$ cat src/phy_status_id_pkg.sv
// constants for the phy status and identifier register block
package phy_status_id_pkg;

  // ---------------------------------------------------------------
  // register addresses on the management port (5-bit)
  // ---------------------------------------------------------------
  localparam logic [4:0] ADDR_BASIC_STATUS   = 5'h01;
  localparam logic [4:0] ADDR_PHY_ID_HIGH    = 5'h02;
  localparam logic [4:0] ADDR_PHY_ID_LOW     = 5'h03;
  localparam logic [4:0] ADDR_IRQ_STATUS     = 5'h11;

  // ---------------------------------------------------------------
  // basic status field positions
  // ---------------------------------------------------------------
  localparam int         BIT_AUTONEG_ABLE    = 3;
  localparam int         BIT_LINK_UP         = 2;
  localparam int         BIT_LONG_TX         = 1;
  localparam int         BIT_EXT_CAPABLE     = 0;

  // ---------------------------------------------------------------
  // identifier layout and reset values (values are arbitrary)
  // ---------------------------------------------------------------
  localparam int         ID_HIGH_FIRST_BIT   = 3;
  localparam int         ID_LOW_FIRST_BIT    = 19;
  localparam int         ID_LOW_WIDTH        = 6;
  localparam int         ID_LOW_TOP          = 15;
  localparam logic [15:0] ID_HIGH_RESET      = 16'h5a3c;
  localparam logic [5:0]  ID_LOW_VENDOR      = 6'h15;
  localparam logic [15:0] ZERO_WORD          = 16'h0000;

  // ---------------------------------------------------------------
  // timing
  // ---------------------------------------------------------------
  localparam int         CLK_KHZ             = 200000;
  localparam int         LONG_TX_MS          = 105;
  localparam int         LONG_TX_CYCLES      = LONG_TX_MS * CLK_KHZ;

endpackage

$ cat src/phy_status_id_regs.sv
// status and identifier registers with latched link and long-transmit detection
//
// Notes on behaviour
// - status bit 3 always reads one: auto-negotiation capable.
// - status bit 2 reads one while a valid link is established, except on the first status read after reset.
// - a link failure clears bit 2 and holds it low until status read.
// - 10 Mb/s transmit over 105 ms is cut off and sets jabber bit.
// - jabber event with the jabber mask bit set raises the interrupt output.
// - jabber bit sticks until status read, interrupt status read, or reset.
// - no jabber detection while running at 100 Mb/s.
// - status bit 0 always reads one: extended registers present.
// - identifier bits 3..18 sit in register bits 15..0, reversed.
// - while legacy mode is set, writes to identifier register are ignored.
// - second identifier register carries identifier bits 19..24 in bits 15..10.
`timescale 1ns/10ps
module phy_status_id_regs
#(
  parameter int LONG_TX_LIMIT = phy_status_id_pkg::LONG_TX_CYCLES
)
(
  input  wire logic        clk,
  input  wire logic        resetn,
  input  wire logic [4:0]  mgmt_addr,
  input  wire logic        mgmt_rd,
  input  wire logic        mgmt_wr,
  input  wire logic [15:0] mgmt_wdata,
  output logic      [15:0] mgmt_rdata,
  output logic             mgmt_rvalid,
  input  wire logic        link_ok,
  input  wire logic        speed_100,
  input  wire logic        tx_active,
  input  wire logic        long_tx_irq_mask,
  input  wire logic        legacy_compat,
  output logic             tx_cutoff,
  output logic             mgmt_irq,
  output logic      [15:0] vendor_identifier
);

  // ---------------------------------------------------------------
  // decode
  // ---------------------------------------------------------------
  logic        rd_status;
  logic        rd_irq_status;
  logic        wr_id_high;
  logic        long_tx_event;
  logic [31:0] tx_count_r;
  logic        cutoff_r;
  logic        link_latched_r;
  logic        link_latched_nxt;
  logic        long_tx_r;
  logic        long_tx_nxt;
  logic        irq_r;
  logic [15:0] id_high_r;
  logic [15:0] id_low_word;
  logic [15:0] status_word;
  logic [15:0] rdata_nxt;
  logic [15:0] rdata_r;
  logic        rvalid_r;

  assign rd_status     = mgmt_rd && (mgmt_addr == phy_status_id_pkg::ADDR_BASIC_STATUS);
  assign rd_irq_status = mgmt_rd && (mgmt_addr == phy_status_id_pkg::ADDR_IRQ_STATUS);
  assign wr_id_high    = mgmt_wr && (mgmt_addr == phy_status_id_pkg::ADDR_PHY_ID_HIGH);

  // ---------------------------------------------------------------
  // long transmit timer
  // ---------------------------------------------------------------
  // counts only during 10 Mb/s transmit; the cut-off holds until transmit ends or speed_100 rises
  assign long_tx_event = tx_active && !speed_100 && !cutoff_r
                         && (tx_count_r == 32'(LONG_TX_LIMIT - 1));

  always_ff @(posedge clk or negedge resetn)
  begin
    if (!resetn)
    begin
      tx_count_r <= 32'h0000_0000;
    end
    else if (!tx_active || speed_100)
    begin
      tx_count_r <= 32'h0000_0000;
    end
    else if (!cutoff_r)
    begin
      tx_count_r <= tx_count_r + 32'h0000_0001;
    end
  end

  always_ff @(posedge clk or negedge resetn)
  begin
    if (!resetn)
    begin
      cutoff_r <= 1'b0;
    end
    else if (!tx_active || speed_100)
    begin
      cutoff_r <= 1'b0;
    end
    else if (long_tx_event)
    begin
      cutoff_r <= 1'b1;
    end
  end

  assign tx_cutoff = cutoff_r;

  // ---------------------------------------------------------------
  // latched link and jabber flags
  // ---------------------------------------------------------------
  always_comb
  begin
    if (rd_status)
    begin
      link_latched_nxt = link_ok;
    end
    else
    begin
      link_latched_nxt = link_latched_r && link_ok;
    end
  end

  // a new event in the clearing cycle wins over the clear
  assign long_tx_nxt = long_tx_event || (long_tx_r && !rd_status && !rd_irq_status);

  always_ff @(posedge clk or negedge resetn)
  begin
    if (!resetn)
    begin
      link_latched_r <= 1'b0;
      long_tx_r      <= 1'b0;
    end
    else
    begin
      link_latched_r <= link_latched_nxt;
      long_tx_r      <= long_tx_nxt;
    end
  end

  always_ff @(posedge clk or negedge resetn)
  begin
    if (!resetn)
    begin
      irq_r <= 1'b0;
    end
    else
    begin
      irq_r <= long_tx_nxt && long_tx_irq_mask;
    end
  end

  assign mgmt_irq = irq_r;

  // ---------------------------------------------------------------
  // identifier registers
  // ---------------------------------------------------------------
  always_ff @(posedge clk or negedge resetn)
  begin
    if (!resetn)
    begin
      id_high_r <= phy_status_id_pkg::ID_HIGH_RESET;
    end
    else if (wr_id_high && !legacy_compat)
    begin
      id_high_r <= mgmt_wdata;
    end
  end

  // vendor_identifier[i] carries identifier bit (3 + i); register bit 15 holds bit 3
  generate
    for (genvar i = 0; i < 16; i++)
    begin : g_id_high
      assign vendor_identifier[i] = id_high_r[15 - i];
    end
    for (genvar j = 0; j < 16; j++)
    begin : g_id_low
      if (j > phy_status_id_pkg::ID_LOW_TOP - phy_status_id_pkg::ID_LOW_WIDTH)
      begin : g_vendor
        // ID_LOW_VENDOR[k] is identifier bit (19 + k), placed at register bit 15 - k
        assign id_low_word[j] = phy_status_id_pkg::ID_LOW_VENDOR[15 - j];
      end
      else
      begin : g_zero
        assign id_low_word[j] = 1'b0;
      end
    end
  endgenerate

  // ---------------------------------------------------------------
  // read path
  // ---------------------------------------------------------------
  always_comb
  begin
    status_word = phy_status_id_pkg::ZERO_WORD;
    status_word[phy_status_id_pkg::BIT_AUTONEG_ABLE] = 1'b1;
    status_word[phy_status_id_pkg::BIT_LINK_UP]      = link_latched_r;
    status_word[phy_status_id_pkg::BIT_LONG_TX]      = long_tx_r;
    status_word[phy_status_id_pkg::BIT_EXT_CAPABLE]  = 1'b1;
  end

  always_comb
  begin
    if (mgmt_addr == phy_status_id_pkg::ADDR_BASIC_STATUS)
    begin
      rdata_nxt = status_word;
    end
    else if (mgmt_addr == phy_status_id_pkg::ADDR_PHY_ID_HIGH)
    begin
      rdata_nxt = id_high_r;
    end
    else if (mgmt_addr == phy_status_id_pkg::ADDR_PHY_ID_LOW)
    begin
      rdata_nxt = id_low_word;
    end
    else
    begin
      rdata_nxt = phy_status_id_pkg::ZERO_WORD;
    end
  end

  always_ff @(posedge clk or negedge resetn)
  begin
    if (!resetn)
    begin
      rdata_r  <= phy_status_id_pkg::ZERO_WORD;
      rvalid_r <= 1'b0;
    end
    else
    begin
      rvalid_r <= mgmt_rd;
      if (mgmt_rd)
      begin
        rdata_r <= rdata_nxt;
      end
    end
  end

  assign mgmt_rdata  = rdata_r;
  assign mgmt_rvalid = rvalid_r;

  // ---------------------------------------------------------------
  // checks
  // ---------------------------------------------------------------
  chk_status_fixed_ones: assert property (@(posedge clk) disable iff (!resetn)
    rd_status |=> (mgmt_rdata[3] && mgmt_rdata[0] && mgmt_rvalid))
    else $error("fixed status bits not one");

  chk_ext_capable: assert property (@(posedge clk) disable iff (!resetn)
    (mgmt_rvalid && $past(mgmt_addr) == phy_status_id_pkg::ADDR_BASIC_STATUS) |-> mgmt_rdata[0])
    else $error("extended capability bit not one");

  chk_link_latch_low: assert property (@(posedge clk) disable iff (!resetn)
    (!link_ok && !rd_status) ##1 (link_ok && !rd_status)[*3] |=> !link_latched_r)
    else $error("link bit recovered without a status read");

  chk_link_live_reload: assert property (@(posedge clk) disable iff (!resetn)
    rd_status |=> (link_latched_r == $past(link_ok)))
    else $error("link bit did not follow live link after read");

  chk_link_read_value: assert property (@(posedge clk) disable iff (!resetn)
    (link_ok && link_latched_r && rd_status) |=> mgmt_rdata[2])
    else $error("link up not reported");

  chk_jabber_sticky: assert property (@(posedge clk) disable iff (!resetn)
    (long_tx_r && !rd_status && !rd_irq_status) |=> long_tx_r)
    else $error("jabber bit dropped without a clearing read");

  chk_jabber_clear: assert property (@(posedge clk) disable iff (!resetn)
    (rd_irq_status && !long_tx_event) |=> !long_tx_r)
    else $error("jabber bit not cleared by interrupt status read");

  chk_jabber_sets: assert property (@(posedge clk) disable iff (!resetn)
    long_tx_event |=> (long_tx_r && tx_cutoff))
    else $error("long transmit not flagged and cut off");

  chk_no_fast_jabber: assert property (@(posedge clk) disable iff (!resetn)
    speed_100 |=> (!tx_cutoff && tx_count_r == 32'h0000_0000))
    else $error("jabber timing active at 100 Mb/s");

  chk_irq_follows: assert property (@(posedge clk) disable iff (!resetn)
    (long_tx_event && long_tx_irq_mask) |=> mgmt_irq)
    else $error("masked-in jabber did not raise interrupt");

  chk_id_locked: assert property (@(posedge clk) disable iff (!resetn)
    (wr_id_high && legacy_compat) |=> $stable(id_high_r))
    else $error("identifier written in legacy mode");

  chk_id_reversed: assert property (@(posedge clk) disable iff (!resetn)
    (wr_id_high && !legacy_compat) |=> (vendor_identifier[0] == $past(mgmt_wdata[15])))
    else $error("identifier bit order wrong");

  chk_id_low_zero: assert property (@(posedge clk) disable iff (!resetn)
    (mgmt_rd && mgmt_addr == phy_status_id_pkg::ADDR_PHY_ID_LOW) |=> (mgmt_rdata[9:0] == 10'h000))
    else $error("second identifier low bits not zero");

endmodule

$ cat config.mk
export PLATFORM = sky130hd
export DESIGN_NAME = phy_status_id_regs
export DESIGN_NICKNAME = d
export VERILOG_FILES = /design/src/phy_status_id_pkg.sv /design/src/phy_status_id_regs.sv
export SDC_FILE = /design/constraint.sdc
export NUM_CORES = 1
export LEC_CHECK = 0
export BUFFER_PORTS_ARGS = -buffer_cell sky130_fd_sc_hd__buf_4
export CAP_MARGIN = 20
export CORE_ASPECT_RATIO = 0.7
export CORE_MARGIN = 5
export CORE_UTILIZATION = 54
export CTS_BUF_LIST = sky130_fd_sc_hd__clkbuf_16
export DETAILED_ROUTE_END_ITERATION = 16
export PLACE_DENSITY = 0.79
export SYNTH_ARGS = -nofsm -noshare
export SYNTH_HDL_FRONTEND = slang
export SYNTH_SLANG_ARGS = --single-unit
export TNS_END_PERCENT = 50
$ cat constraint.sdc
create_clock -name clk -period 2.9 [get_ports clk]
set_clock_uncertainty 0.2 [all_clocks]
set_input_delay 0.29 -clock clk [delete_from_list [all_inputs] [get_ports clk]]
set_output_delay 0.29 -clock clk [all_outputs]
set_load 0.01 [all_outputs]
# == After elaboration in Yosys (flattened, before gate mapping) ==
# Index checks and enable logic that the tools add are counted.
# totals
inputBits,30
word_cells,43
register_bits,69
# classes
reduce_logical,20
muxes,8
n_eq_ne,6
add_sub_neg,1
# ops
cell,count
32-bit two-way mux,2
16-bit two-way mux,3
32-bit by 1-bit adder with 32-bit output (second input constant),1
32-bit by 25-bit == test with 1-bit output (second input constant),1
1-bit logical AND,11
5-bit by 2-bit == test with 1-bit output (second input constant),2
1-bit logical NOT,6
5-bit by 1-bit == test with 1-bit output (second input constant),1
5-bit == test (second input constant),1
1-bit two-way mux,3
1-bit logical OR,2
2-bit by 1-bit != test with 1-bit output (second input constant),1
2-bit nonzero test,1

# == Logic depth before layout (Yosys ltp) ==
# Gate-level depths: netlist of the first run.
# logic_depth
depth_word,7
depth_mapped,6
depth_no_buf,5

# == Least setup slack after synthesis of the first run ==
# Ideal clock, no wire load.
# synth_path
path_kind,reg2reg
start,reg tx_count_r[0]
end,reg tx_count_r[30]
path_slack_ns,0.644
setup_ns,0.078
n_path_buf,1
arrival_time_ns,1.978
stages_incl_launch_ff,7
cell_sequence,dfrtp_1 -> ha_1 -> nand4b_4 -> or4_4 -> buf_6 -> or4_1 -> a21oi_1
# synth_via
elab_chain_cells,3
# synth_lines
item,line,text
start: declaration,phy_status_id_regs.sv:46,logic [31:0] tx_count_r;
start signal: assignment,phy_status_id_regs.sv:83,tx_count_r <= tx_count_r + 32'h0000_0001;
32-bit by 1-bit adder with 32-bit output,phy_status_id_regs.sv:83,
32-bit two-way mux,phy_status_id_regs.sv:81,else if (!cutoff_r)
32-bit two-way mux,phy_status_id_regs.sv:77,else if (!tx_active || speed_100)
# Every way passes these cells. The select of a mux whose other input is x is not followed.
# A chain may end at the register's enable or synchronous reset.

# == Worst setup path after layout of the first run ==
# layout_path
start,"reg cutoff_r, in the netlist tx_cutoff"
end,reg tx_count_r[31]
# layout_via
elab_chain_cells,1
# layout_lines
item,line,text
start: declaration,phy_status_id_regs.sv:47,logic cutoff_r;
start signal: assignment,phy_status_id_regs.sv:91,cutoff_r <= 1'b0;
start signal: assignment,phy_status_id_regs.sv:95,cutoff_r <= 1'b0;
start signal: assignment,phy_status_id_regs.sv:99,cutoff_r <= 1'b1;
2-bit by 1-bit != test with 1-bit output (no line),-,
# Every way passes these cells.

==> impl_metrics.prom, run 1 <==
# TYPE chip_impl_metric gauge
chip_impl_metric{name="remaining_drc_errors",unit=""} 0
chip_impl_info{name="worst_setup_path_end_kind",value="register"} 1
chip_impl_metric{name="num_vias",unit=""} 2566
chip_impl_metric{name="largest_net_degree_at_the_start_of_global_routing",unit=""} 70
chip_impl_metric{name="reg2regPathDepth",unit=""} 4
chip_impl_metric{name="switching_power",unit="mW"} 0.518
chip_impl_metric{name="worstPathMaxFanout",unit=""} 19
chip_impl_metric{name="clkLatencyLatePin",unit="ns"} 0.33
chip_impl_metric{name="layout_worst_path_cycle_share",unit="%"} 88.2
chip_impl_metric{name="postCtsSetupBuffers",unit=""} 0
chip_impl_metric{name="power.share.combinational",unit="%"} 8.8
chip_impl_metric{name="tns",unit="ns"} 0
chip_impl_metric{name="ys_ff_latch",unit=""} 69
chip_impl_info{name="unrepaired_setup_endpoints_after_global_routing",value="false"} 1
chip_impl_metric{name="number_of_enable_flip_flop_cells_after_synthesis",unit=""} 0
chip_impl_metric{name="grt-ovfl-total",unit=""} 0
chip_impl_metric{name="first_pass_iters",unit=""} 4
chip_impl_info{name="setup_crit_start_kind",value="register"} 1
chip_impl_metric{name="core.rowCount",unit=""} 23
chip_impl_metric{name="transition_time_at_the_pin_with_the_least_slew_margin",unit="ns"} 0.843
chip_impl_metric{name="grt_pass1_wl",unit="mm"} 12.9
chip_impl_metric{name="detail-route-antenna-nets",unit=""} 0
chip_impl_metric{name="ctsLongestPathBuffers",unit=""} 2
chip_impl_metric{name="first_iter_violations",unit=""} 191
chip_impl_info{name="worstReg2RegStart",value="tx_cutoff$_DFFE_PN0P_"} 1
chip_impl_metric{name="syn_avg_cell_area",unit="um2"} 11.2
chip_impl_metric{name="place.port_buffers",unit=""} 64
chip_impl_metric{name="seq_total_area_yosys",unit="%"} 55.4
chip_impl_metric{name="grt_usage",unit="%"} 22.5
chip_impl_metric{name="clock_transition_at_path_regs",unit="ns"} 0.06
chip_impl_info{name="hold_path_start",value="mgmt_wdata[10]"} 1
chip_impl_metric{name="design.portCount",unit=""} 65
chip_impl_metric{name="share_clk_of_total_power",unit="%"} 45.9
chip_impl_metric{name="ir_drop",unit="mV"} 0.325
chip_impl_metric{name="die_area",unit="um2"} 7450
chip_impl_metric{name="delay_of_the_slowest_cell_on_the_worst_path",unit="ns"} 0.83
chip_impl_metric{name="sw_frac_of_total",unit="%"} 22.5
chip_impl_info{name="crit_type",value="register to register"} 1
chip_impl_metric{name="synth_async_sr_flop_share",unit="%"} 100
chip_impl_metric{name="fin_crit",unit="ns"} 2.56
chip_impl_metric{name="synth.cell_area",unit="um2"} 3140
chip_impl_metric{name="worst-endpoint-required",unit="ns"} 2.95
chip_impl_metric{name="die_x",unit="um"} 101
chip_impl_info{name="ys.flop_type",value="sky130_fd_sc_hd__dfrtp_1"} 1
chip_impl_metric{name="antenna_found_initial",unit=""} 0
chip_impl_info{name="worst_hold_path.endpoint",value="id_high_r[10]$_DFFE_PN0P_"} 1
chip_impl_info{name="worstPathCellList",value="nand4b_2, or4_1, or4_1, a21oi_1"} 1
chip_impl_metric{name="timing.slew.headroom",unit="%"} 43.8
chip_impl_metric{name="fin_area",unit="um2"} 4160
chip_impl_metric{name="diodes",unit=""} 0
chip_impl_info{name="root_buffer",value="sky130_fd_sc_hd__clkbuf_16"} 1
chip_impl_metric{name="dpl_wire_length",unit="mm"} 4.98
chip_impl_metric{name="place_congestion",unit=""} 0.797
chip_impl_metric{name="whs_path_depth",unit=""} 2
chip_impl_metric{name="grt_pass1_vias",unit=""} 2590
chip_impl_metric{name="synthesis.nets",unit=""} 310
chip_impl_metric{name="clock.fmax",unit="MHz"} 391
chip_impl_metric{name="worstPathBufferInverterCount",unit=""} 0
chip_impl_metric{name="share_of_final_layout_standard_cells_stronger_than_drive_strength_1",unit="%"} 31.1
chip_impl_metric{name="fp.dieH",unit="um"} 73.8
chip_impl_metric{name="routed_wirelength",unit="mm"} 7.81
chip_impl_metric{name="finalHoldViolCount",unit=""} 0
chip_impl_metric{name="pwr_density_cell",unit="nW/um2"} 553
chip_impl_info{name="cp_top_family",value="simple AND/OR/NAND/NOR gates"} 1
chip_impl_metric{name="cells_after_synthesis",unit=""} 279
chip_impl_metric{name="reg2reg_setup_slack",unit="ns"} 0.34
chip_impl_metric{name="clock-sinks",unit=""} 69
chip_impl_metric{name="final.fill_count",unit=""} 394
chip_impl_metric{name="cts_made_buffers",unit=""} 9
chip_impl_metric{name="crit_arrival",unit="ns"} 2.61
chip_impl_metric{name="finalSetupViolations",unit=""} 0
chip_impl_info{name="crit_slowest_cell",value="sky130_fd_sc_hd__or4_1"} 1
chip_impl_metric{name="leakage_power_of_the_design",unit="nW"} 1.85
chip_impl_metric{name="design.final.nets",unit=""} 393
chip_impl_metric{name="syn_to_final_growth",unit="%"} 32.7
chip_impl_info{name="tritoncts",value="done"} 1
chip_impl_metric{name="drv_cap",unit=""} 0
chip_impl_metric{name="yosysUniqueCellTypes",unit=""} 45
chip_impl_info{name="timing.critical_path.mode_cell",value="sky130_fd_sc_hd__or4_1"} 1
chip_impl_info{name="min_path_type",value="primary input to register"} 1
chip_impl_info{name="regToRegEndpoint",value="tx_count_r[31]$_DFFE_PN0P_"} 1
chip_impl_info{name="outcome",value="completed"} 1
chip_impl_metric{name="initial_utilization",unit="%"} 55.3
chip_impl_metric{name="share_seq_of_total_power",unit="%"} 45.3
chip_impl_metric{name="avgViaCountPerCell",unit=""} 5.81
chip_impl_metric{name="dpl_cell_area",unit="um2"} 3690
chip_impl_metric{name="routedWlPerCell",unit="um"} 17.7
chip_impl_metric{name="p_int",unit="mW"} 1.78
chip_impl_metric{name="final_max_slew_viol_count",unit=""} 0
chip_impl_metric{name="ys_warn_count",unit=""} 0
chip_impl_metric{name="ctsHtreeMaxLevel",unit=""} 3
chip_impl_metric{name="core_region_area",unit="um2"} 5670
==> power groups by stage <==
| stage | Clock (mW) | Combinational, mW | Sequential, mW |
|---|---|---|---|
| after global placement | 0 | 0.178 | 1.05 |
| final | 1.06 | 0.202 | 1.04 |
| after global routing | 1.12 | 0.220 | 1.05 |
| after floorplan | 0 | 0.0471 | 1.07 |
| after CTS | 1.07 | 0.203 | 1.04 |
| after detailed placement | 0 | 0.182 | 1.06 |
==> layout by cell type (no fill, tap or decap), types with 2 or more instances in the layout <==
cell type	instances
sky130_fd_sc_hd__mux2_2	16
sky130_fd_sc_hd__o31ai_1	14
sky130_fd_sc_hd__nand3b_1	2
sky130_fd_sc_hd__dfrtp_1	61
sky130_fd_sc_hd__a22o_1	9
sky130_fd_sc_hd__xor2_1	3
sky130_fd_sc_hd__xnor2_1	9
sky130_fd_sc_hd__clkbuf_16	9
sky130_fd_sc_hd__o21ai_0	11
sky130_fd_sc_hd__nand4_1	9
sky130_fd_sc_hd__nor4_1	9
sky130_fd_sc_hd__dfstp_2	8
sky130_fd_sc_hd__inv_1	14
sky130_fd_sc_hd__or3_1	2
sky130_fd_sc_hd__nand3_1	8
sky130_fd_sc_hd__nor2_1	14
sky130_fd_sc_hd__buf_4	68
sky130_fd_sc_hd__and3_1	2
sky130_fd_sc_hd__clkinvlp_4	2
sky130_fd_sc_hd__a22oi_1	2
sky130_fd_sc_hd__dlygate4sd3_1	18
sky130_fd_sc_hd__or4_1	15
sky130_fd_sc_hd__and4_1	3
sky130_fd_sc_hd__nor2b_1	2
sky130_fd_sc_hd__a21oi_1	19
sky130_fd_sc_hd__nor3_1	4
sky130_fd_sc_hd__nand2_1	10
sky130_fd_sc_hd__a221o_1	2
sky130_fd_sc_hd__o211ai_1	3
sky130_fd_sc_hd__or3_2	2
==> registers in the layout, indices dropped and copies added, names as in the netlist <==
name / cells
tx_cutoff: 1
link_latched_r: 1
tx_count_r: 32
long_tx_r: 1
id_high_r: 16
mgmt_irq: 1
mgmt_rdata: 16
mgmt_rvalid: 1
==> layout make-up <==
cell class,instances,area (um2),share of cell area (%)
well taps,75,93.8,2.26
repair buffers,86,691,16.6
clock inverters,7,66.3,1.59
flip-flops and latches,69,1740,41.7
multi-input cells,183,1300,31.2
clock buffers,9,225,5.41
inverters,13,48.8,1.17
==> timing repair <==
item                                   4_1_cts  5_1_grt
hold buffers                                18        0
gates resized for setup                      0        0
endpoints found under the hold margin       78        0
==> per-layer routing <==
layer | share of wire, % | GRT usage [%] | vias up
met2 | 48 | 36.4 | 89
met5 | 0 | 0 | -
met1 | 44 | 30.2 | 1244
met4 | 1.3 | 6.64 | 0
li1 | - | - | 1217
met3 | 7.3 | 5.88 | 16
==> metrics by stage <==
| step | hold slack [ns] | utilization (%) | total power [mW] | cells | setup slack (ns) |
|---|---|---|---|---|---|
| CTS | 0.00106 | 73.4 | 2.31 | 442 | 0.353 |
| finish | 0.00448 | 73.4 | 2.30 | 442 | 0.344 |
| detailed placement | 0.253 | 65.1 | 1.24 | 408 | 0.362 |
| global route | 0.00305 | 73.4 | 2.38 | 442 | 0.233 |
| floorplan | -0.206 | - | 1.11 | 279 | 0.644 |
| global placement | 0.254 | 65.1 | 1.23 | 408 | 0.420 |
==> worst max-delay path by stage <==
| stage | startpoint | endpoint | cells past startpoint |
|---|---|---|---|
| final | tx_cutoff$_DFFE_PN0P_ | tx_count_r[31]$_DFFE_PN0P_ | 4 |
| after CTS | tx_cutoff$_DFFE_PN0P_ | tx_count_r[31]$_DFFE_PN0P_ | 4 |
| after floorplan | tx_count_r[0]$_DFFE_PN0P_ | tx_count_r[30]$_DFFE_PN0P_ | 6 |
| after global routing | tx_cutoff$_DFFE_PN0P_ | tx_count_r[31]$_DFFE_PN0P_ | 4 |
| after global placement | tx_cutoff$_DFFE_PN0P_ | tx_count_r[31]$_DFFE_PN0P_ | 4 |
| after detailed placement | tx_cutoff$_DFFE_PN0P_ | tx_count_r[31]$_DFFE_PN0P_ | 4 |
==> kinds of logic after synthesis <==
logic type,share of synthesized area [%]
flops,55.4
simple gates,17.9
xor+xnor,3.35
buf+inv,3.67
mux,6.07
fa+ha+maj,0.399
compound gates,13.2
==> Yosys cell counts (2+ instances only) <==
| master | number | area (um2) |
|---|---|---|
| sky130_fd_sc_hd__a22oi_1 | 2 | 15.0 |
| sky130_fd_sc_hd__nor3_1 | 4 | 20.0 |
| sky130_fd_sc_hd__nor4_1 | 9 | 56.3 |
| sky130_fd_sc_hd__a221o_1 | 2 | 20.0 |
| sky130_fd_sc_hd__dfrtp_1 | 61 | 1530 |
| sky130_fd_sc_hd__or3_1 | 2 | 12.5 |
| sky130_fd_sc_hd__xnor2_1 | 9 | 78.8 |
| sky130_fd_sc_hd__nand2_1 | 10 | 37.5 |
| sky130_fd_sc_hd__nand4_1 | 9 | 56.3 |
| sky130_fd_sc_hd__o31ai_1 | 14 | 105 |
| sky130_fd_sc_hd__xor2_1 | 3 | 26.3 |
| sky130_fd_sc_hd__a22o_1 | 9 | 78.8 |
| sky130_fd_sc_hd__or3_2 | 2 | 15.0 |
| sky130_fd_sc_hd__inv_1 | 13 | 48.8 |
| sky130_fd_sc_hd__o211ai_1 | 3 | 22.5 |
| sky130_fd_sc_hd__mux2_2 | 16 | 180 |
| sky130_fd_sc_hd__nand3b_1 | 2 | 15.0 |
| sky130_fd_sc_hd__clkbuf_1 | 9 | 33.8 |
| sky130_fd_sc_hd__nor2_1 | 14 | 52.6 |
| sky130_fd_sc_hd__o21ai_0 | 11 | 55.1 |
| sky130_fd_sc_hd__nor2b_1 | 2 | 12.5 |
| sky130_fd_sc_hd__nand3_1 | 8 | 40.0 |
| sky130_fd_sc_hd__dfstp_2 | 8 | 210 |
| sky130_fd_sc_hd__or4_1 | 15 | 113 |
| sky130_fd_sc_hd__a21oi_1 | 19 | 95.1 |
| sky130_fd_sc_hd__and4_1 | 3 | 26.3 |
| sky130_fd_sc_hd__and3_1 | 2 | 12.5 |
No activity file was read; power rests on OpenSTA's default activity.
==> run 2: changes to the inputs <==
- RECOVER_POWER: not set -> 25
==> run 2 against run 1 <==
  * Routed wire length increased by 0.24%
  * Highest routed layer unchanged
  * Combinational power decreased by 8%
  * Non-clock buffer count stayed put
  * Hold slack about the same
  * The flow now finishes with violations (capacitance limit, slew limit)
  * Die area is the same
  * Critical path type is now primary input to register
  * Final cell count stayed put
==> impl_metrics.prom, run 2 (synthesized netlist as in run 1, its figures left out) <==
# TYPE chip_impl_metric gauge
chip_impl_info{name="outcome",value="complete, but fails checks"} 1
chip_impl_metric{name="reg2reg_setup_slack",unit="ns"} 0.30
chip_impl_info{name="layout_common_cells",value="sky130_fd_sc_hd__dfrtp_1, sky130_fd_sc_hd__buf_4, sky130_fd_sc_hd__clkbuf_1, sky130_fd_sc_hd__a21oi_1, sky130_fd_sc_hd__dlygate4sd3_1"} 1
chip_impl_metric{name="final.fill_count",unit=""} 426
chip_impl_metric{name="grt_pass1_wl",unit="mm"} 12.9
chip_impl_metric{name="clock_transition_at_path_regs",unit="ns"} 0.06
chip_impl_metric{name="final_max_slew_viol_count",unit=""} 70
chip_impl_metric{name="timing.slew.headroom",unit="%"} -10.2
chip_impl_metric{name="core_region_area",unit="um2"} 5670
chip_impl_metric{name="fp.dieH",unit="um"} 73.8
chip_impl_metric{name="tns",unit="ns"} 0
chip_impl_info{name="worst_setup_path_end_kind",value="register"} 1
chip_impl_metric{name="largest_net_degree_at_the_start_of_global_routing",unit=""} 70
chip_impl_metric{name="worstPathMaxFanout",unit=""} 12
chip_impl_metric{name="ir_drop",unit="mV"} 0.325
chip_impl_info{name="crit_type",value="primary input to register"} 1
chip_impl_metric{name="clock-sinks",unit=""} 69
chip_impl_metric{name="grt_usage",unit="%"} 22.5
chip_impl_info{name="setup_crit_start_kind",value="primary input"} 1
chip_impl_metric{name="cts_made_buffers",unit=""} 9
chip_impl_metric{name="antenna_found_initial",unit=""} 0
chip_impl_metric{name="avgViaCountPerCell",unit=""} 5.79
chip_impl_info{name="worstReg2RegStart",value="tx_count_r[0]$_DFFE_PN0P_"} 1
chip_impl_metric{name="initial_utilization",unit="%"} 55.3
chip_impl_metric{name="whs_path_depth",unit=""} 2
chip_impl_metric{name="leakage_power_of_the_design",unit="nW"} 1.67
chip_impl_metric{name="ctsHtreeMaxLevel",unit=""} 3
chip_impl_metric{name="design.portCount",unit=""} 65
chip_impl_metric{name="transition_time_at_the_pin_with_the_least_slew_margin",unit="ns"} 1.65
chip_impl_metric{name="layout_worst_path_cycle_share",unit="%"} 91.2
chip_impl_metric{name="routedWlPerCell",unit="um"} 17.7
chip_impl_metric{name="finalHoldViolCount",unit=""} 0
chip_impl_metric{name="delay_of_the_slowest_cell_on_the_worst_path",unit="ns"} 0.66
chip_impl_metric{name="num_vias",unit=""} 2561
chip_impl_metric{name="finalPower",unit="mW"} 2.28
chip_impl_metric{name="grt-ovfl-total",unit=""} 0
chip_impl_metric{name="design.final.nets",unit=""} 393
chip_impl_metric{name="routed_wirelength",unit="mm"} 7.83
chip_impl_info{name="largest-register",value="tx_count_r"} 1
chip_impl_metric{name="fin_crit",unit="ns"} 2.64
chip_impl_metric{name="crit_arrival",unit="ns"} 2.69
chip_impl_metric{name="ctsResizeCount",unit=""} 0
chip_impl_info{name="tritoncts",value="done"} 1
chip_impl_info{name="worst_hold_path.endpoint",value="id_high_r[10]$_DFFE_PN0P_"} 1
chip_impl_metric{name="die_area",unit="um2"} 7450
chip_impl_info{name="hold_path_start",value="mgmt_wdata[10]"} 1
chip_impl_info{name="min_path_type",value="primary input to register"} 1
chip_impl_metric{name="place_congestion",unit=""} 0.797
chip_impl_metric{name="place.port_buffers",unit=""} 64
chip_impl_metric{name="diodes",unit=""} 0
chip_impl_metric{name="drv_cap",unit=""} 1
chip_impl_metric{name="finalSetupViolations",unit=""} 0
chip_impl_metric{name="clkLatencyLatePin",unit="ns"} 0.33
chip_impl_info{name="crit_slowest_cell",value="sky130_fd_sc_hd__or4b_2"} 1
chip_impl_metric{name="worst-endpoint-required",unit="ns"} 2.94
chip_impl_metric{name="max_reg_flops",unit=""} 32
chip_impl_metric{name="grt_pass1_vias",unit=""} 2590
chip_impl_info{name="root_buffer",value="sky130_fd_sc_hd__clkbuf_16"} 1
chip_impl_metric{name="reg2regPathDepth",unit=""} 5
chip_impl_info{name="failed_checks",value="capacitance limit, slew limit"} 1
chip_impl_metric{name="ctsLongestPathBuffers",unit=""} 2
chip_impl_metric{name="die_x",unit="um"} 101
chip_impl_info{name="regToRegEndpoint",value="tx_count_r[24]$_DFFE_PN0P_"} 1
chip_impl_metric{name="syn_to_final_growth",unit="%"} 28.7
chip_impl_metric{name="first_iter_violations",unit=""} 182
chip_impl_metric{name="share_of_final_layout_standard_cells_stronger_than_drive_strength_1",unit="%"} 23.2
chip_impl_info{name="worstPathCellList",value="dlygate4sd3_1, clkbuf_1, or4b_2, nor3_1, a22oi_1, o21ai_0"} 1
chip_impl_metric{name="timing.hold.ws",unit="ns"} 0.00440
chip_impl_metric{name="pwr_density_cell",unit="nW/um2"} 566
chip_impl_metric{name="first_pass_iters",unit=""} 4
chip_impl_metric{name="remaining_drc_errors",unit=""} 0
chip_impl_info{name="mostFrequentLayoutCell",value="sky130_fd_sc_hd__dfrtp_1"} 1
chip_impl_metric{name="core.rowCount",unit=""} 23
chip_impl_metric{name="clock.fmax",unit="MHz"} 378
chip_impl_info{name="unrepaired_setup_endpoints_after_global_routing",value="false"} 1
chip_impl_metric{name="detail-route-antenna-nets",unit=""} 0
chip_impl_metric{name="dpl_wire_length",unit="mm"} 4.98
run 2: critical path: cells and delay by family:
| kind | cells | cell delay [ns] |
|---|---|---|
| and+or+nand+nor | 2 | 1.17 |
| AOI/OAI and AO/OA | 2 | 0.35 |
| buffers and inverters | 2 | 0.89 |
run 2: how the worst max path moves through the flow:
stage	from	endpoint	slack [ns]	depth (start not counted)
finish	mgmt_rd	mgmt_rdata[1]$_DFFE_PN0P_	0.26	6
global route	mgmt_rd	mgmt_rdata[1]$_DFFE_PN0P_	0.13	6
CTS	tx_cutoff$_DFFE_PN0P_	tx_count_r[31]$_DFFE_PN0P_	0.35	4
detailed placement	tx_cutoff$_DFFE_PN0P_	tx_count_r[31]$_DFFE_PN0P_	0.36	4
global placement	tx_cutoff$_DFFE_PN0P_	tx_count_r[31]$_DFFE_PN0P_	0.42	4
floorplan	tx_count_r[0]$_DFFE_PN0P_	tx_count_r[30]$_DFFE_PN0P_	0.64	6
run 2: report_power, final:
| group | switching, mW | leakage, nW | internal [mW] |
|---|---|---|---|
| Combinational | 0.0907 | 0.606 | 0.0949 |
| Sequential | 0.0299 | 0.925 | 1.01 |
| Clock | 0.398 | 0.141 | 0.660 |
run 2: repair_timing:
item,4_1_cts,5_1_grt
setup buffers,0,0
hold buffers,18,0
endpoints found under the hold margin,78,0
run 2: routing by layer:
metal / share of wire (%) / routed length [um] / global-route usage [%] / vias up
met3: 7.2 / 566 / 5.88 / 14
met1: 44 / 3450 / 30.2 / 1247
met2: 47 / 3710 / 36.4 / 82
met5: 0 / 0 / 0 / -
met4: 1.3 / 99 / 6.64 / 0
li1: - / - / - / 1218
run 2: cell type report:
| cell class | instances | area [um2] | share of cell area, % |
|---|---|---|---|
| Clock inverter | 7 | 66.3 | 1.64 |
| Timing Repair Buffer | 86 | 587 | 14.5 |
| Sequential cell | 69 | 1740 | 43.0 |
| Clock buffer | 9 | 225 | 5.58 |
| Inverter | 13 | 48.8 | 1.21 |
| Multi-Input combinational cell | 183 | 1280 | 31.7 |
| Tap cell | 75 | 93.8 | 2.33 |
run 2: per-stage QoR:
| step | utilization (%) | cell area (um2) | instances | setup slack (ns) |
|---|---|---|---|---|
| 2_1_floorplan | - | 3140 | 279 | 0.644 |
| 5_1_grt | 71.2 | 4040 | 442 | 0.132 |
| 3_3_place_gp | 65.1 | 3690 | 408 | 0.420 |
| 6_report | 71.2 | 4040 | 442 | 0.255 |
| 3_5_place_dp | 65.1 | 3690 | 408 | 0.362 |
| 4_1_cts | 73.4 | 4160 | 442 | 0.353 |
==> run 3: changes to the inputs <==
- ABC_AREA: not set -> 1
- CORE_UTILIZATION: 54 -> 55
- SLEW_MARGIN: not set -> 10
==> run 3 against run 2 <==
  * The flow now finishes without violations
  * Core utilization shrank 0.69 points
  * Final cell count grew 36%
  * Sequential share of layout area shrank 3.0 points
  * Sequential power is essentially flat
  * Critical path type unchanged
==> impl_metrics.prom, run 3 <==
# TYPE chip_impl_metric gauge
chip_impl_metric{name="core_region_area",unit="um2"} 6160
chip_impl_metric{name="finalHoldViolCount",unit=""} 0
chip_impl_metric{name="first_iter_violations",unit=""} 180
chip_impl_metric{name="synthesis.nets",unit=""} 470
chip_impl_metric{name="share_clk_of_total_power",unit="%"} 50.2
chip_impl_metric{name="synth_fa_ha_area_share",unit="%"} 0.364
chip_impl_info{name="netlist_top_cells_count",value="sky130_fd_sc_hd__nand2_1, sky130_fd_sc_hd__nor2_1, sky130_fd_sc_hd__dfrtp_1"} 1
chip_impl_info{name="min_path_type",value="primary input to register"} 1
chip_impl_info{name="mostFrequentLayoutCell",value="sky130_fd_sc_hd__nand2_1"} 1
chip_impl_metric{name="initial_utilization",unit="%"} 55.9
chip_impl_info{name="synth_most_common_cell",value="sky130_fd_sc_hd__nand2_1"} 1
chip_impl_info{name="synth_area_leaders",value="sky130_fd_sc_hd__dfrtp_1, sky130_fd_sc_hd__nand2_1, sky130_fd_sc_hd__nor2_1"} 1
chip_impl_metric{name="delay_of_the_slowest_cell_on_the_worst_path",unit="ns"} 0.54
chip_impl_metric{name="postCtsSetupBuffers",unit=""} 0
chip_impl_metric{name="synth-simple-area-share",unit="%"} 30.9
chip_impl_metric{name="share_of_the_synthesized_area_in_compound_gates_ao_oa_aoi_oai",unit="%"} 10.2
chip_impl_info{name="largest-register",value="tx_count_r"} 1
chip_impl_metric{name="cts_made_buffers",unit=""} 9
chip_impl_metric{name="sw_frac_of_total",unit="%"} 21.8
chip_impl_metric{name="num_vias",unit=""} 3067
chip_impl_metric{name="grt-ovfl-total",unit=""} 0
chip_impl_metric{name="final_max_slew_viol_count",unit=""} 0
chip_impl_metric{name="number_of_enable_flip_flop_cells_after_synthesis",unit=""} 0
chip_impl_metric{name="detail-route-antenna-nets",unit=""} 0
chip_impl_metric{name="power.share.combinational",unit="%"} 7.8
chip_impl_metric{name="cells_after_synthesis",unit=""} 439
chip_impl_metric{name="final.fill_count",unit=""} 540
chip_impl_metric{name="share_of_final_layout_standard_cells_stronger_than_drive_strength_1",unit="%"} 17.6
chip_impl_metric{name="ys_warn_count",unit=""} 0
chip_impl_info{name="worstReg2RegStart",value="tx_count_r[1]$_DFFE_PN0P_"} 1
chip_impl_metric{name="design.portCount",unit=""} 65
chip_impl_info{name="tritoncts",value="done"} 1
chip_impl_metric{name="syn_to_final_growth",unit="%"} 26.2
chip_impl_metric{name="final_util",unit="%"} 70.5
chip_impl_info{name="unrepaired_setup_endpoints_after_global_routing",value="false"} 1
chip_impl_metric{name="reg2reg_setup_slack",unit="ns"} 1.05
chip_impl_metric{name="synth_area_in_xor_xnor",unit="%"} 0
chip_impl_metric{name="grt_pass1_vias",unit=""} 2963
chip_impl_metric{name="die_x",unit="um"} 105
chip_impl_metric{name="share_seq_of_total_power",unit="%"} 42.0
chip_impl_metric{name="routedWlPerCell",unit="um"} 14.0
chip_impl_metric{name="routed_wirelength",unit="mm"} 8.39
chip_impl_metric{name="syn_avg_cell_area",unit="um2"} 7.83
chip_impl_metric{name="timing.slew.headroom",unit="%"} 15.6
chip_impl_info{name="crit_type",value="primary input to register"} 1
chip_impl_metric{name="transition_time_at_the_pin_with_the_least_slew_margin",unit="ns"} 1.27
chip_impl_metric{name="pwr_density_cell",unit="nW/um2"} 572
chip_impl_metric{name="seq_total_area_yosys",unit="%"} 50.5
chip_impl_metric{name="design.final.nets",unit=""} 549
chip_impl_info{name="regToRegEndpoint",value="tx_count_r[26]$_DFFE_PN0P_"} 1
chip_impl_metric{name="clock_transition_at_path_regs",unit="ns"} 0.06
chip_impl_info{name="ys.flop_type",value="sky130_fd_sc_hd__dfrtp_1"} 1
chip_impl_info{name="timing.critical_path.from",value="mgmt_rd"} 1
chip_impl_metric{name="place.detailed.instances",unit=""} 576
chip_impl_metric{name="dpl_cell_area",unit="um2"} 4000
chip_impl_metric{name="clkLatencyLatePin",unit="ns"} 0.33
chip_impl_metric{name="largest_net_degree_at_the_start_of_global_routing",unit=""} 70
chip_impl_metric{name="worstPathMaxFanout",unit=""} 18
chip_impl_metric{name="finalSetupViolations",unit=""} 0
chip_impl_metric{name="crit_arrival",unit="ns"} 2.03
chip_impl_metric{name="setup_ws",unit="ns"} 0.915
chip_impl_metric{name="remaining_drc_errors",unit=""} 0
chip_impl_metric{name="reg2regPathDepth",unit=""} 8
chip_impl_metric{name="clock-sinks",unit=""} 69
chip_impl_info{name="outcome",value="completed"} 1
chip_impl_metric{name="first_pass_iters",unit=""} 5
chip_impl_metric{name="fin_cells",unit=""} 601
chip_impl_metric{name="worst-endpoint-required",unit="ns"} 2.95
chip_impl_info{name="combinational_family_with_the_most_area_after_synthesis",value="simple AND/OR/NAND/NOR gates"} 1
chip_impl_metric{name="ctsLongestPathBuffers",unit=""} 2
chip_impl_metric{name="ir_drop",unit="mV"} 0.351
chip_impl_info{name="root_buffer",value="sky130_fd_sc_hd__clkbuf_16"} 1
chip_impl_info{name="worst_setup_path_end_kind",value="register"} 1
chip_impl_metric{name="layout_worst_path_cycle_share",unit="%"} 68.5
chip_impl_metric{name="place_congestion",unit=""} 0.936
chip_impl_metric{name="p_int",unit="mW"} 1.94
chip_impl_metric{name="timing.hold.ws",unit="ns"} 0.00561
chip_impl_metric{name="max_reg_flops",unit=""} 32
chip_impl_metric{name="grt_pass1_wl",unit="mm"} 14.5
chip_impl_metric{name="ctsHtreeMaxLevel",unit=""} 3
chip_impl_metric{name="tns",unit="ns"} 0
chip_impl_metric{name="leakage_power_of_the_design",unit="nW"} 2.06
chip_impl_metric{name="switching_power",unit="mW"} 0.540
chip_impl_metric{name="clock.fmax",unit="MHz"} 504
chip_impl_metric{name="synthMuxAreaShare",unit="%"} 0.328
chip_impl_metric{name="diodes",unit=""} 0
chip_impl_metric{name="core.rowCount",unit=""} 24
chip_impl_metric{name="fin_crit",unit="ns"} 1.99
chip_impl_metric{name="drv_cap",unit=""} 0
chip_impl_metric{name="die_area",unit="um2"} 7960
chip_impl_metric{name="yosysUniqueCellTypes",unit=""} 32
chip_impl_metric{name="synth_top_area_share",unit="%"} 44.4
chip_impl_info{name="worstPathCellList",value="dlygate4sd3_1, clkbuf_1, clkinv_1, buf_4, nor3_1, inv_1, o211ai_1"} 1
chip_impl_metric{name="grt_usage",unit="%"} 22.5
chip_impl_metric{name="avgViaCountPerCell",unit=""} 5.10
chip_impl_info{name="endpoint",value="mgmt_rdata[3]$_DFFE_PN0P_"} 1
chip_impl_metric{name="finalPower",unit="mW"} 2.48
chip_impl_metric{name="synth.cell_area",unit="um2"} 3440
chip_impl_metric{name="place.port_buffers",unit=""} 64
chip_impl_metric{name="antenna_found_initial",unit=""} 0
chip_impl_metric{name="fp.dieH",unit="um"} 76.2
chip_impl_info{name="layout_common_cells",value="sky130_fd_sc_hd__nand2_1, sky130_fd_sc_hd__nor2_1, sky130_fd_sc_hd__inv_1, sky130_fd_sc_hd__dfrtp_1, sky130_fd_sc_hd__buf_4"} 1
chip_impl_metric{name="fin_area",unit="um2"} 4340
chip_impl_info{name="post-synth-top-area-cell",value="sky130_fd_sc_hd__dfrtp_1"} 1
chip_impl_metric{name="ys_ff_latch",unit=""} 69
chip_impl_info{name="crit_slowest_cell",value="sky130_fd_sc_hd__dlygate4sd3_1"} 1
chip_impl_metric{name="dpl_wire_length",unit="mm"} 5.94
chip_impl_metric{name="pre_cts_ws",unit="ns"} 1.15
chip_impl_info{name="setup_crit_start_kind",value="primary input"} 1
chip_impl_metric{name="synth_async_sr_flop_share",unit="%"} 100
## run 3: area by class of cell
class	count	area [um2]	area share [%]
Tap cell	78	97.6	2.25
Sequential cell	69	1740	40.0
Clock buffer	9	225	5.19
Clock inverter	7	116	2.68
Multi-Input combinational cell	301	1430	33.0
Inverter	61	229	5.28
Timing Repair Buffer	76	503	11.6
## run 3: power by group through the flow
| stage | logic (mW) | registers [mW] | clock network [mW] |
|---|---|---|---|
| global route | 0.218 | 1.05 | 1.32 |
| detailed placement | 0.201 | 1.06 | 0 |
| CTS | 0.212 | 1.04 | 1.26 |
| finish | 0.193 | 1.04 | 1.25 |
| global placement | 0.197 | 1.05 | 0 |
| floorplan | 0.0566 | 1.07 | 0 |
## run 3: routing by layer
layer | GRT usage, % | vias up | part of all wire [%]
met5 | 0 | - | 0
met4 | 6.08 | 0 | 0.95
met3 | 6.52 | 11 | 5.5
met2 | 33.7 | 76 | 47
li1 | - | 1552 | -
met1 | 32.0 | 1428 | 46
## run 3: critical path, delay by kind of cell
family,cells,cell delay (ns)
AO/OA/AOI/OAI,1,0.12
AND/OR/NAND/NOR,1,0.46
buffers and inverters,5,1.15
## run 3: logic make-up (layout without fill, tap and decap cells)
kind of cell / Yosys count / after routing
multiplexers: 1 / 1
flip-flops: 69 / 69
buffers and inverters: 69 / 153
adder cells (fa/ha/maj): 1 / 1
AO/OA/AOI/OAI: 65 / 65
AND/OR/NAND/NOR: 234 / 234
## run 3: worst min path at each step
stage / startpoint / endpoint / slack (ns) / cells after the start
final: mgmt_wdata[6] / id_high_r[6]$_DFFE_PN0P_ / 0.006 / 3
after global routing: mgmt_wdata[8] / id_high_r[8]$_DFFE_PN0P_ / 0.004 / 3
after CTS: mgmt_wdata[5] / id_high_r[5]$_DFFE_PN1P_ / 0.005 / 3
after detailed placement: mgmt_rd / mgmt_rvalid$_DFF_PN0_ / 0.22 / 1
after global placement: mgmt_rd / mgmt_rvalid$_DFF_PN0_ / 0.22 / 1
after floorplan: resetn / id_high_r[0]$_DFFE_PN0P_ / -0.21 / 0
## run 3: repair_timing
item,in CTS,in global routing
endpoints found under the setup margin,0,0
resized for setup,0,0
hold buffers,9,0
hold endpoints to repair,69,0
